===== src/sram_timing_pkg.sv =====
// timing constants and state types for the asynchronous static memory controller
// assumes a single 10 MHz clock; all figures are for the fastest speed grade
package sram_timing_pkg;
  localparam int unsigned CLK_PERIOD_NS = 100;
  localparam int unsigned ADDR_W        = 15;
  localparam int unsigned DATA_W        = 8;
  // read timing (ns)
  localparam int unsigned READ_CYCLE_NS   = 12;
  localparam int unsigned ADDR_ACCESS_NS  = 12;
  localparam int unsigned SEL_ACCESS_NS   = 12;
  localparam int unsigned GATE_ACCESS_NS  = 6;
  localparam int unsigned SEL_RELEASE_NS  = 5;
  localparam int unsigned GATE_RELEASE_NS = 5;
  localparam int unsigned auto_sleep_delay_NS = 15;
  // write timing (ns)
  localparam int unsigned WRITE_CYCLE_NS  = 12;
  localparam int unsigned SEL_TO_END_NS   = 10;
  localparam int unsigned ADDR_TO_END_NS  = 10;
  localparam int unsigned STROBE_WIDTH_NS = 10;
  localparam int unsigned DATA_SETUP_NS   = 6;
  localparam int unsigned STROBE_OFF_NS   = 4;
  // least times round up, never below one cycle
  function automatic int unsigned ns_to_cycles(input int unsigned ns);
    int unsigned c;
    c = (ns + CLK_PERIOD_NS - 1) / CLK_PERIOD_NS;
    return (c < 1) ? 1 : c;
  endfunction : ns_to_cycles
  localparam int unsigned RD_WAIT_CYC = ns_to_cycles(ADDR_ACCESS_NS > GATE_ACCESS_NS ? ADDR_ACCESS_NS : GATE_ACCESS_NS);
  localparam int unsigned WR_PULSE_CYC = ns_to_cycles(STROBE_WIDTH_NS);
  localparam int unsigned RECOVER_CYC = ns_to_cycles(SEL_RELEASE_NS);
  localparam int unsigned RD_CYCLE_CYC = ns_to_cycles(READ_CYCLE_NS);
  localparam int unsigned WR_CYCLE_CYC = ns_to_cycles(WRITE_CYCLE_NS);
  localparam int unsigned CNT_W = 4;
  typedef enum logic [2:0] {IDLE, RD_ACCESS, RD_DONE, WR_SETUP, WR_PULSE, WR_END, RECOVER} ctrl_state_t;
endpackage : sram_timing_pkg


===== src/sram_cycle_timer.sv =====
// down-counter that paces the access, write pulse and recovery phases of a memory cycle
// loaded by the controller on the clock of the controller
`timescale 1ns/1ps
module sram_cycle_timer
  import sram_timing_pkg::*;
(
  input  wire logic             mclk_in,
  input  wire logic             reset_in,
  input  wire logic             load_in,
  input  wire logic [CNT_W-1:0] count_in,
  output logic                  done_out
);
  logic [CNT_W-1:0] remaining;
  always_ff @(posedge mclk_in) begin
    if (reset_in) begin
      remaining <= '0;
    end else if (load_in) begin
      remaining <= count_in;
    end else if (remaining != '0) begin
      remaining <= remaining - 1'b1;
    end
  end
  assign done_out = (remaining == '0) && !load_in;
endmodule : sram_cycle_timer


===== src/sram_host_ctrl.sv =====
// host controller that runs read and write cycles on an asynchronous 32K x 8 static memory
// assumes the memory pins are wired straight to this block and one 10 MHz clock
// the speed grade is set by the ns figures in the package; cycle counts follow from them
//
// Summary of operation
// - select or write strobe stays high whenever the address changes
// - write strobe stays high for the whole read cycle
// - address intervals run from last address valid to first address change
// - select held low at least 10 ns before write ends
// - address valid by write start and stable 10 ns before write ends
// - address may change at write end, never before
// - write strobe held low at least 10 ns
// - write data valid 6 ns before write end, held until it
// - each write cycle lasts at least 12 ns
`timescale 1ns/1ps
module sram_host_ctrl
  import sram_timing_pkg::*;
(
  input  wire logic              mclk_in,
  input  wire logic              reset_in,
  input  wire logic              req_valid_in,
  input  wire logic              req_write_in,
  input  wire logic [ADDR_W-1:0] req_addr_in,
  input  wire logic [DATA_W-1:0] req_wdata_in,
  output logic                   req_ready_out,
  output logic                   rsp_valid_out,
  output logic [DATA_W-1:0]      rsp_rdata_out,
  output logic [ADDR_W-1:0]      mem_addr_out,
  output logic                   mem_select_n_out,
  output logic                   mem_strobe_n_out,
  output logic                   mem_gate_n_out,
  input  wire logic [DATA_W-1:0] mem_data_in,
  output logic [DATA_W-1:0]      mem_data_out,
  output logic                   mem_data_oe_out
);
  ctrl_state_t state;
  ctrl_state_t next_state;
  logic [DATA_W-1:0] data_sync1;
  logic [DATA_W-1:0] data_sync2;
  logic              timer_load;
  logic [CNT_W-1:0]  timer_count;
  logic              timer_done;
  logic [CNT_W-1:0]  cycle_age;
  logic              op_write;

  // one shared timer paces access, write pulse and recovery
  sram_cycle_timer u_timer (
    .mclk_in  (mclk_in),
    .reset_in (reset_in),
    .load_in  (timer_load),
    .count_in (timer_count),
    .done_out (timer_done)
  );

  // read data comes from the pins, so it is synchronised before capture
  always_ff @(posedge mclk_in) begin
    data_sync1 <= mem_data_in;
    data_sync2 <= data_sync1;
  end

  // a request counts only while ready shows, so one held across reset release waits its turn
  wire take_req   = (state == IDLE) && req_ready_out && req_valid_in;
  wire take_write = take_req && req_write_in;

  // cycle age since the take keeps back-to-back cycles apart by at least the cycle time
  wire [CNT_W-1:0] min_cycle = op_write ? CNT_W'(WR_CYCLE_CYC) : CNT_W'(RD_CYCLE_CYC);
  wire             cycle_met = (cycle_age >= min_cycle);

  // age saturates so a long idle spell never wraps back below the minimum
  always_ff @(posedge mclk_in) begin
    if (reset_in) begin
      cycle_age <= '0;
      op_write  <= 1'b0;
    end else if (take_req) begin
      cycle_age <= '0;
      op_write  <= req_write_in;
    end else if (cycle_age != '1) begin
      cycle_age <= cycle_age + 1'b1;
    end
  end

  // access and write pulse end on the cycle the timer shows done; recovery also waits for cycle_met
  always_comb begin
    next_state  = state;
    timer_load  = 1'b0;
    timer_count = '0;
    unique case (state)
      IDLE: begin
        if (take_req) begin
          next_state = req_write_in ? WR_SETUP : RD_ACCESS;
          // writes start with a setup cycle, so only reads load the timer here
          timer_load = !req_write_in;
          // extra cycles cover the two-stage synchroniser on read data
          timer_count = CNT_W'(RD_WAIT_CYC + 2);
        end
      end
      RD_ACCESS: begin
        // select and gate stay low until access time plus synchroniser delay has run out
        if (timer_done) next_state = RD_DONE;
      end
      RD_DONE: begin
        // select and gate rise together; the memory floats its outputs during recovery
        next_state  = RECOVER;
        timer_load  = 1'b1;
        timer_count = CNT_W'(RECOVER_CYC);
      end
      WR_SETUP: begin
        // address and data sit on the pins a full cycle before the strobe falls
        next_state  = WR_PULSE;
        timer_load  = 1'b1;
        timer_count = CNT_W'(WR_PULSE_CYC);
      end
      WR_PULSE: begin
        // strobe stays low for the whole count; address and data do not move here
        if (timer_done) next_state = WR_END;
      end
      WR_END: begin
        // data stays driven one more cycle as hold after the write ends
        next_state  = RECOVER;
        timer_load  = 1'b1;
        timer_count = CNT_W'(RECOVER_CYC);
      end
      RECOVER: begin
        // bus turnaround, and no new cycle before the minimum cycle time has passed
        if (timer_done && cycle_met) next_state = IDLE;
      end
    endcase
  end

  // pin levels per state; select rises with strobe so the write ends on both together
  function automatic logic select_on(input ctrl_state_t s);
    return s inside {RD_ACCESS, RD_DONE, WR_SETUP, WR_PULSE};
  endfunction : select_on

  function automatic logic strobe_on(input ctrl_state_t s);
    return s == WR_PULSE;
  endfunction : strobe_on

  // the gate is only low in read states, so it never overlaps the write strobe
  function automatic logic gate_on(input ctrl_state_t s);
    return s inside {RD_ACCESS, RD_DONE};
  endfunction : gate_on

  // controller drives data only from setup to one cycle after write end, never while gated
  function automatic logic drive_on(input ctrl_state_t s);
    return s inside {WR_SETUP, WR_PULSE, WR_END};
  endfunction : drive_on

  wire next_select_n = !select_on(next_state);
  wire next_strobe_n = !strobe_on(next_state);
  wire next_gate_n   = !gate_on(next_state);
  wire next_oe       = drive_on(next_state);

  // every pin is a flop so the memory sees clean edges with no decode glitches
  always_ff @(posedge mclk_in) begin
    if (reset_in) begin
      state            <= IDLE;
      mem_select_n_out <= 1'b1;
      mem_strobe_n_out <= 1'b1;
      mem_gate_n_out   <= 1'b1;
      mem_data_oe_out  <= 1'b0;
    end else begin
      state            <= next_state;
      mem_select_n_out <= next_select_n;
      mem_strobe_n_out <= next_strobe_n;
      mem_gate_n_out   <= next_gate_n;
      mem_data_oe_out  <= next_oe;
    end
  end

  // address only loads from idle, when select and strobe are both high
  always_ff @(posedge mclk_in) begin
    if (reset_in) begin
      mem_addr_out <= '0;
    end else if (take_req) begin
      mem_addr_out <= req_addr_in;
    end
  end

  // write data only loads on a write, so a read leaves the last driven byte in place
  always_ff @(posedge mclk_in) begin
    if (reset_in) begin
      mem_data_out <= '0;
    end else if (take_write) begin
      mem_data_out <= req_wdata_in;
    end
  end

  // the last read stage samples the second synchroniser flop, never the first
  wire read_done = (state == RD_DONE);

  always_ff @(posedge mclk_in) begin
    if (reset_in) begin
      req_ready_out <= 1'b0;
      rsp_valid_out <= 1'b0;
    end else begin
      req_ready_out <= (next_state == IDLE);
      rsp_valid_out <= read_done;
    end
  end

  // read data holds until the next read completes
  always_ff @(posedge mclk_in) begin
    if (reset_in) begin
      rsp_rdata_out <= '0;
    end else if (read_done) begin
      rsp_rdata_out <= data_sync2;
    end
  end
endmodule : sram_host_ctrl


===== config.mk =====
export PLATFORM = sky130hd
export DESIGN_NAME = sram_host_ctrl
export DESIGN_NICKNAME = d
export VERILOG_FILES = /design/src/sram_timing_pkg.sv /design/src/sram_cycle_timer.sv /design/src/sram_host_ctrl.sv
export SDC_FILE = /design/constraint.sdc
export NUM_CORES = 1
export LEC_CHECK = 0
export BUFFER_PORTS_ARGS = -buffer_cell sky130_fd_sc_hd__buf_4
export CAP_MARGIN = 20
export CORE_ASPECT_RATIO = 0.75
export CORE_MARGIN = 2
export CORE_UTILIZATION = 40
export CTS_CLUSTER_DIAMETER = 150
export DETAILED_ROUTE_END_ITERATION = 6
export MAX_ROUTING_LAYER = met4
export PLACE_DENSITY = 0.62
export SKIP_LAST_GASP = 1
export SLEW_MARGIN = 20
export SYNTH_ARGS = -nofsm -noshare
export SYNTH_HDL_FRONTEND = slang
export SYNTH_SLANG_ARGS = --single-unit

===== constraint.sdc =====
create_clock -name mclk_in -period 2.6 [get_ports mclk_in]
set_input_delay 0.52 -clock mclk_in [delete_from_list [all_inputs] [get_ports mclk_in]]
set_output_delay 0.52 -clock mclk_in [all_outputs]
set_load 0.01 [all_outputs]

==> flow_summary.toml, run 1 <==
[status]
status = "finished, final reports clean"

[worst_setup_path]
critPathMaxStageDelay_ps = 480
endpoint = "mem_gate_n_out"
crit_fanout = 4
worstPathRequired_ps = 2800
reg2reg_to = "mem_gate_n_out"
end_kind = "flop"
crit_type = "flop to flop"
rr_startpoint = "cycle_age[1]"
r2r_slack_ps = 730
path_buf_inv = 1
worstPathCellList = "inv_1, ha_1, or4b_4, and3_4, o32ai_2, o2111ai_1"
path_delay_family = "simple AND/OR/NAND/NOR gates"
cp_slowest_cell = "or4b_4"
crit_start = "cycle_age[1]"
r2r_cells = 6
arrival_ps = 2060
crit_path_start_kind = "flop"
cp_num_cells = 6

[detailed_routing]
first_iter_violations = 84
post_drt_wl_per_cell_um = 12.0
firstDrtPassIters = 4
ant_nets = 0
vias = 1892
drt-vias-per-instance = 4.73
drc = 0
wirelength_um = 4780

[timing]
hold_ws_ps = 276
tightest_slew_ps = 553
rsz0062_at_grt = "false"
finalCritPeriodShare_pct = 71.7
setup_viol = 0
max_freq_mhz = 536
hold_viol_final = 0
min_period_ps = 1870
drv_slew = 0
clock_skew_ps = 8.41
slew_headroom_pct = 63.0
fin_setup_tns_ps = 0

[yosys]
synth_seq_cells = 64
yosys_warnings = 0
synthCells = 248
syn_avg_cell_area_um2 = 9.39
ys_seq_area_share_pct = 55.0
synth_cell_types = 41
synth_top_area_share_pct = 55.0
synth_nets = 288
synth_area_leaders = "dfxtp_1 (55%), nand2_1 (6.9%), a21oi_1 (5.8%)"
synth_area_um2 = 2330
synth_top_area_cell = "dfxtp_1"

[floorplanning]
dieArea_um2 = 6460
rows = 24
io_pins = 72
die_w_um = 92.1
core_um2 = 5710
initial_utilization_pct = 40.8
die_y_um = 70.1

[final_layout]
area_growth_pct = 32.3
multiInputGateArea_um2 = 932
seqCellArea_um2 = 1280
antenna_cells = 0
layout_commonest_cell = "buf_4"
final_nets = 357
fillerInstances = 553
drive_gt1_share_pct = 29.8
layout_common_cells = "buf_4 (72), dfxtp_1 (64), nand2_1 (43)"

[worst_hold_path]
hold_class = "input port to flop"

[cts]
postCtsHoldBufs = 0
htree_levels = 3
cts_resized = 0
post_cts_buffers = 0
cts_buffer_depth = 2
clock_latency_ps = 340
cts_buffers = 9
clock-root-buffer = "clkbuf_8"
path_clk_slew_ps = 70
clock-sinks = 64
cts_tree = "built"

[placement]
gp_congestion = 0.847
port_buffers = 71
hpwl_um = 3190

[power]
powerDensity_nw_per_um2 = 982
ir_worst_vdd_mv = 0.367
power_leakage_nw = 1.27

[flow_run]
max_cap_viol_count = 0

[global_routing]
grt_first_pass_wirelength_um = 7980
antenna_found_initial = 0
grt_overflow = 0
grt_pass1_vias = 1764
track_usage_pct = 16.3
grt_max_degree = 47
==> report_power, final <==
| group | switching [mW] | total [mW] | internal (mW) |
|---|---|---|---|
| Sequential | 0.137 | 1.28 | 1.14 |
| Clock | 0.397 | 0.869 | 0.471 |
| Combinational | 0.461 | 0.883 | 0.423 |
| Total | 0.995 | 3.03 | 2.03 |
==> Yosys cell counts <==
cell	n
a2111oi_0	1
a211o_1	1
a21boi_1	1
a21o_1	1
a21oi_1	27
a21oi_2	1
a22o_1	1
a41o_2	1
and2_1	1
and3_4	1
and3b_1	1
buf_2	3
buf_4	1
buf_6	4
clkbuf_1	6
dfxtp_1	64
ha_1	5
inv_1	7
mux2i_1	9
nand2_1	43
nand2b_1	1
nand3_1	14
nand3b_1	1
nand4b_1	1
nor2_1	19
nor2_2	1
nor2b_1	3
nor3_1	8
nor3b_2	1
o2111ai_1	1
o211ai_1	1
o21ai_0	6
o311ai_1	1
o31ai_1	1
o32ai_2	1
or2_2	1
or3_1	2
or3b_1	1
or4_1	1
or4b_4	1
xnor2_1	3
==> through the flow <==
stage | worst slack, ps | util, % | instances | power (mW) | instance area, µm²
finish | 735 | 54.0 | 400 | 3.03 | 3080
CTS | 720 | 54.0 | 400 | 3.07 | 3080
global placement | 791 | 50.4 | 384 | 2.17 | 2880
detailed placement | 748 | 50.4 | 384 | 2.18 | 2880
global route | 609 | 54.0 | 400 | 3.24 | 3080
floorplan | 854 | - | 248 | 1.90 | 2330
==> flip-flops by register name, summed over array words and instances, names as in the netlist <==
| register | flops |
|---|---|
| mem_strobe_n_out | 1 |
| rsp_valid_out | 1 |
| u_timer.remaining | 4 |
| mem_data_oe_out | 1 |
| mem_select_n_out | 1 |
| mem_gate_n_out | 1 |
| cycle_age | 4 |
| rsp_rdata_out | 8 |
| mem_data_out | 8 |
| data_sync1 | 8 |
| mem_addr_out | 15 |
| state | 3 |
| data_sync2 | 8 |
| req_ready_out | 1 |
==> cell type report <==
type | instances | share of cell area (%)
timing repair buffer | 72 | 17.5
clock inverter | 6 | 2.19
multi-input combinational | 163 | 30.2
tap | 78 | 3.17
sequential | 64 | 41.6
inverter | 7 | 0.852
clock buffer | 10 | 4.46
==> cells by family (layout without fill, tap and decap cells) <==
| family | Yosys count | after routing | synth area share [%] |
|---|---|---|---|
| xor+xnor | 3 | 3 | 1.13 |
| mux | 9 | 9 | 3.87 |
| compound gates | 45 | 45 | 11.8 |
| fa+ha+maj | 5 | 5 | 2.69 |
| simple gates | 101 | 101 | 20.5 |
| buf+inv | 21 | 95 | 4.99 |
| flops | 64 | 64 | 55.0 |
==> metal layers <==
layer | track usage (%) | wire length (µm) | up-vias
li1 | - | - | 974
met1 | 19.9 | 2290 | 856
met2 | 24.0 | 2120 | 54
met3 | 7.23 | 313 | 8
met4 | 5.47 | 53 | 0
met5 | - | 0 | -
==> worst min-delay path by stage <==
stage	startpoint	endpoint	slack [ps]	cells past startpoint
after global placement	data_sync1[3]	data_sync2[3]	310	0
after CTS	mem_data_in[0]	data_sync1[0]	260	1
after detailed placement	data_sync1[2]	data_sync2[2]	310	0
final	mem_data_in[2]	data_sync1[2]	280	1
after global routing	mem_data_in[0]	data_sync1[0]	250	1
after floorplan	data_sync1[0]	data_sync2[0]	310	0
Note: power is estimated with default switching activity, not from simulation.
==> run 2, diff against run 1 <==
Clock period 2.6 ns to 1.9 ns, I/O delays scaled along.
==> run 2 against run 1 <==
Compared with the run above:
- first-iteration DRC count is 33% higher
- count of clock-buffer cells in the layout unchanged
- hold slack worse by 130 ps
- global-route usage rose by 0.43 points
- total power increased by 39%
- sequential power grew 34%
- utilization rose by 1.0 points
- via count is 0.58% higher
- critical endpoint unchanged
- sequential cell count unchanged
- highest routed layer unchanged
- non-clock buffer count grew 6
==> flow_summary.toml, run 2 (synthesized netlist as in run 1, its figures left out) <==
[final_layout]
finalInstanceArea_um2 = 3140
largest_reg_flops = 15
layout_common_cells = "buf_4 (77), dfxtp_1 (63), nand2_1 (43)"
antenna_cells = 0
area_growth_pct = 34.9
seqCellArea_um2 = 1280
drive_gt1_share_pct = 31.2
top_register = "mem_addr_out"
layout_commonest_cell = "buf_4"
multiInputGateArea_um2 = 943
final_util_pct = 55.1
fillerInstances = 543
final_nets = 363

[worst_setup_path]
worstPathRequired_ps = 2090
crit_fanout = 4
crit_type = "flop to flop"
path_buf_inv = 1
path_delay_family = "simple AND/OR/NAND/NOR gates"
worstPathCellList = "inv_1, ha_1, or4b_4, and3_4, o32ai_4, o2111ai_1"
end_kind = "flop"
cp_slowest_cell = "or4b_4"
crit_path_start_kind = "flop"
critPathMaxStageDelay_ps = 480
arrival_ps = 2000

[timing]
slew_headroom_pct = 64.0
clock_skew_ps = 7.17
fin_setup_tns_ps = 0
hold_viol_final = 0
drv_slew = 0
tightest_slew_ps = 539
finalCritPeriodShare_pct = 94.8
hold_ws_ps = 144
rsz0062_at_grt = "false"
setup_viol = 0
min_period_ps = 1800
max_freq_mhz = 555

[floorplanning]
core_um2 = 5710
io_pins = 72
die_y_um = 70.1
rows = 24
initial_utilization_pct = 40.8
dieArea_um2 = 6460
die_w_um = 92.1

[power]
p_sw_mw = 1.36
p_clk_share_pct = 27.0
powerDensity_nw_per_um2 = 1340
power_leakage_nw = 1.30
p_sw_share_pct = 32.3
pwr-share-comb_pct = 32.1
intPower_mw = 2.85
ir_worst_vdd_mv = 0.618
seqPwrFrac_pct = 41.0

[global_routing]
grt_pass1_vias = 1781
grt_first_pass_wirelength_um = 8170
grt.met3_usage_pct = 8.31
grt.busiest_layer = "met2"
grt_use_met1_pct = 20.1
track_usage_pct = 16.7
antenna_found_initial = 0
grt_max_degree = 47
met2_usage_pct = 24.8
grt_overflow = 0

[worst_hold_path]
hold_class = "input port to flop"

[placement]
port_buffers = 71
place_area_um2 = 2940
gp_congestion = 0.835
hpwl_um = 3250

[detailed_routing]
drt-vias-per-instance = 4.70
drc = 0
wirelength_um = 4890
vias = 1903
first_iter_violations = 112
post_drt_wl_per_cell_um = 12.1
firstDrtPassIters = 4
ant_nets = 0

[cts]
cts_tree = "built"
cts_buffer_depth = 2
clock_latency_ps = 330
clock-root-buffer = "clkbuf_8"
postCtsHoldBufs = 0
htree_levels = 3
cts_buffers = 9
clock-sinks = 64
path_clk_slew_ps = 70

[status]
status = "finished, final reports clean"

[flow_run]
max_cap_viol_count = 0
-- run 2: changes by cell type in the layout (fill, tap and decap cells not counted) --
cell	delta
dfxtp_1	-1
clkinv_4	-1
o32ai_2	-1
clkinv_2	+1
o32ai_4	+1
buf_4	+5
dfxtp_2	+1
clkinvlp_4	-1
buf_12	+1
-- run 2: final timing paths --
path | start | end | slack (ps) | cells past startpoint
min reg2reg | data_sync1[1] | data_sync2[1] | 330 | 0
min | mem_data_in[1] | data_sync1[1] | 140 | 1
max reg2reg | cycle_age[1] | mem_gate_n_out | 100 | 6
max | cycle_age[1] | mem_gate_n_out | 100 | 6
-- run 2: layer usage --
layer  routed length [µm]  share of wire (%)  vias to the layer above
met2                 2280                 47                       54
met5                    0                  0                        -
met4                   18               0.37                        0
met1                 2240                 46                      858
met3                  355                7.3                        2
li1                     -                  -                      989
-- run 2: repair_timing --
action | in CTS | in global routing
endpoints found under the setup margin | 0 | 4
buffers inserted | 0 | 0
gates resized for setup | 0 | 2
-- run 2: cell type report --
cell class                      count  area share [%]
Tap cell                           78            3.11
Clock inverter                      5            1.79
Multi-Input combinational cell    163            30.0
Clock buffer                       10            4.38
Sequential cell                    64            40.8
Timing Repair Buffer               78            19.0
Inverter                            7           0.836
-- run 2: through the flow --
stage                     cells  power [mW]  setup WS, ps
after global routing        405        4.52          31.7
after floorplan             248        2.61           154
final                       405        4.21          98.9
after global placement      390        3.03          97.3
after CTS                   405        4.22          33.0
after detailed placement    390        3.05          58.6
-- run 2: power groups by stage --
stage | Sequential, mW | Clock (mW) | Combinational (mW)
floorplan | 1.76 | 0 | 0.843
global placement | 1.75 | 0 | 1.29
detailed placement | 1.75 | 0 | 1.31
CTS | 1.72 | 1.18 | 1.32
global route | 1.76 | 1.26 | 1.50
finish | 1.72 | 1.14 | 1.35
==> run 3, diff against run 2 <==
Settings changed: ABC_AREA from default to 1.
==> run 3 against run 2 <==
Compared with the run above:
- clock power about the same
- critical path type unchanged
- combinational power up 11%
- largest cell class unchanged
- synthesized cell count increased by 9.7%
- via count increased by 2.0%
- utilization is 0.070 points lower
- register-to-register slack improved by 120 ps
- sequential share of layout area fell by 0.20 points
- sequential cell count unchanged
==> flow_summary.toml, run 3 <==
[timing]
clock_skew_ps = 6.85
fin_setup_tns_ps = 0
finalCritPeriodShare_pct = 88.7
slew_headroom_pct = 72.1
rsz0062_at_grt = "false"
setup_viol = 0
tightest_slew_ps = 419
min_period_ps = 1680
hold_viol_final = 0
fin_ws_ps = 215
drv_slew = 0
max_freq_mhz = 594

[yosys]
synthSimpleGateAreaFrac_pct = 26.2
yosys_warnings = 0
synth_nets = 312
ys_seq_area_share_pct = 54.7
synth_edf_count = 0
synth_top_area_cell = "dfxtp_1"
synthMuxAreaShare_pct = 0
synth_compound_area_share_pct = 10.5
synth_area_um2 = 2340
synthAdderAreaFrac_pct = 2.67
synthCells = 272
syn_avg_cell_area_um2 = 8.61
synth_top_family_by_area = "simple AND/OR/NAND/NOR gates"
synth_common_cells = "dfxtp_1 (64), nand2_1 (61), nor2_1 (28), a21oi_1 (27), inv_1 (17)"
synthXorXnorAreaFrac_pct = 0.748
synth_cell_types = 31
synth_area_leaders = "dfxtp_1 (55%), nand2_1 (9.8%), a21oi_1 (5.8%)"
synthArstFlopShare_pct = 0
synth_seq_cells = 64
synth.most_common_cell = "dfxtp_1"
synth_top_area_share_pct = 54.7
synth_ff_type = "dfxtp_1"

[final_layout]
largest_reg_flops = 15
finalInstanceArea_um2 = 3150
area_growth_pct = 34.7
antenna_cells = 0
top_register = "mem_addr_out"
layout_common_cells = "buf_4 (72), dfxtp_1 (64), nand2_1 (61)"
final_nets = 388
drive_gt1_share_pct = 32.0
layout_commonest_cell = "buf_4"
stdcell_count = 431

[global_routing]
grt_first_pass_wirelength_um = 7780
met2_usage_pct = 23.8
track_usage_pct = 15.6
grt.busiest_layer = "met2"
grt_max_degree = 31
grt_use_met1_pct = 19.2
grt.met3_usage_pct = 4.96
antenna_found_initial = 0
grt_pass1_vias = 1759
grt_overflow = 0

[worst_setup_path]
end_kind = "flop"
crit_type = "flop to flop"
worstPathRequired_ps = 2110
arrival_ps = 1890
crit_path_start_kind = "flop"
crit_fanout = 6

[detailed_routing]
vias = 1942
drt-vias-per-instance = 4.51
firstDrtPassIters = 4
ant_nets = 0
drc = 0
post_drt_wl_per_cell_um = 10.8
wirelength_um = 4660
first_iter_violations = 74

[power]
power_leakage_nw = 1.43
ir_worst_vdd_mv = 0.711
powerDensity_nw_per_um2 = 1390
p_clk_share_pct = 26.5
pwr-share-comb_pct = 34.3
seqPwrFrac_pct = 39.2
p_sw_mw = 1.56
intPower_mw = 2.82
p_sw_share_pct = 35.6

[cts]
cts_resized = 0
postCtsHoldBufs = 0
post_cts_buffers = 0
cts_buffer_depth = 2
clock-root-buffer = "clkbuf_8"
clock-sinks = 64
cts_buffers = 9
clock_latency_ps = 330
cts_tree = "built"
path_clk_slew_ps = 70
htree_levels = 3

[placement]
port_buffers = 71
dp_slack_ps = 235
gp_congestion = 0.861
dp.cells = 415
place_area_um2 = 2950
hpwl_um = 3310

[floorplanning]
die_y_um = 70.3
dieArea_um2 = 6490
rows = 24
die_w_um = 92.4
core_um2 = 5740
initial_utilization_pct = 40.8
io_pins = 72

[status]
status = "finished, final reports clean"

[worst_hold_path]
hold_class = "input port to flop"

[flow_run]
max_cap_viol_count = 0
-- run 3: changes by cell type after synthesis, sizes merged, moves of 2 or more --
cell	previous run	this run
nor2b	3	0
clkbuf	6	4
o21ai	6	18
nor2	20	33
or3	2	0
nor3	8	2
nor4	0	2
nand3	14	9
inv	7	22
mux2i	9	0
buf	8	3
nand4	0	7
nand2	43	69
-- run 3: power groups by stage --
stage,combinational (mW),sequential [mW],clock (mW)
final,1.50,1.72,1.16
after global routing,1.68,1.74,1.26
after CTS,1.52,1.72,1.21
after detailed placement,1.51,1.75,0
after global placement,1.50,1.75,0
after floorplan,1.00,1.79,0
-- run 3: cell families (layout without fill, tap and decap cells) --
| group | after synthesis | after routing |
|---|---|---|
| adder cells (fa/ha/maj) | 5 | 5 |
| AO/OA/AOI/OAI | 47 | 47 |
| buffers and inverters | 30 | 111 |
| AND/OR/NAND/NOR | 124 | 124 |
| flip-flops | 64 | 64 |
| XOR/XNOR | 2 | 2 |
-- run 3: critical path, cell delays in order (launching register included) --
cell and delay, ps:
dfxtp_1 330, inv_1 90, ha_1 150, nor3b_4 320, nand3_2 160, nand2_2 90
nand2_2 60, nor2_4 110, nand3_1 110, nand2_1 80, nand3_1 50
-- run 3: area by class of cell --
type	count	area, µm²
Fill cell	521	2580
Sequential cell	64	1280
Multi-Input combinational cell	178	940
Timing Repair Buffer	72	541
Clock buffer	9	124
Tap cell	78	97.6
Inverter	23	91.3
Clock inverter	7	80.1
-- run 3: per-stage QoR --
step,util [%],power [mW],hold WS (ps)
finish,55.0,4.38,141
global route,55.0,4.69,115
CTS,55.0,4.45,125
floorplan,-,2.79,310
detailed placement,51.4,3.26,312
global placement,51.4,3.25,311
-- run 3: path summary, 6_finish.rpt --
check	start	depth (start not counted)	endpoint	slack [ps]
worst max-delay path	u_timer.remaining[0]	10	mem_select_n_out	220
worst min register to register	data_sync1[0]	0	data_sync2[0]	330
worst max register to register	u_timer.remaining[0]	10	mem_select_n_out	220
worst min-delay path	mem_data_in[6]	1	data_sync1[6]	140
-- run 3: metal layers --
layer | share of wire [%] | wire (µm) | vias to the layer above
li1 | - | - | 1030
met1 | 48 | 2260 | 866
met2 | 46 | 2120 | 41
met3 | 5.0 | 235 | 5
met4 | 0.97 | 45 | 0
met5 | 0 | 0 | -
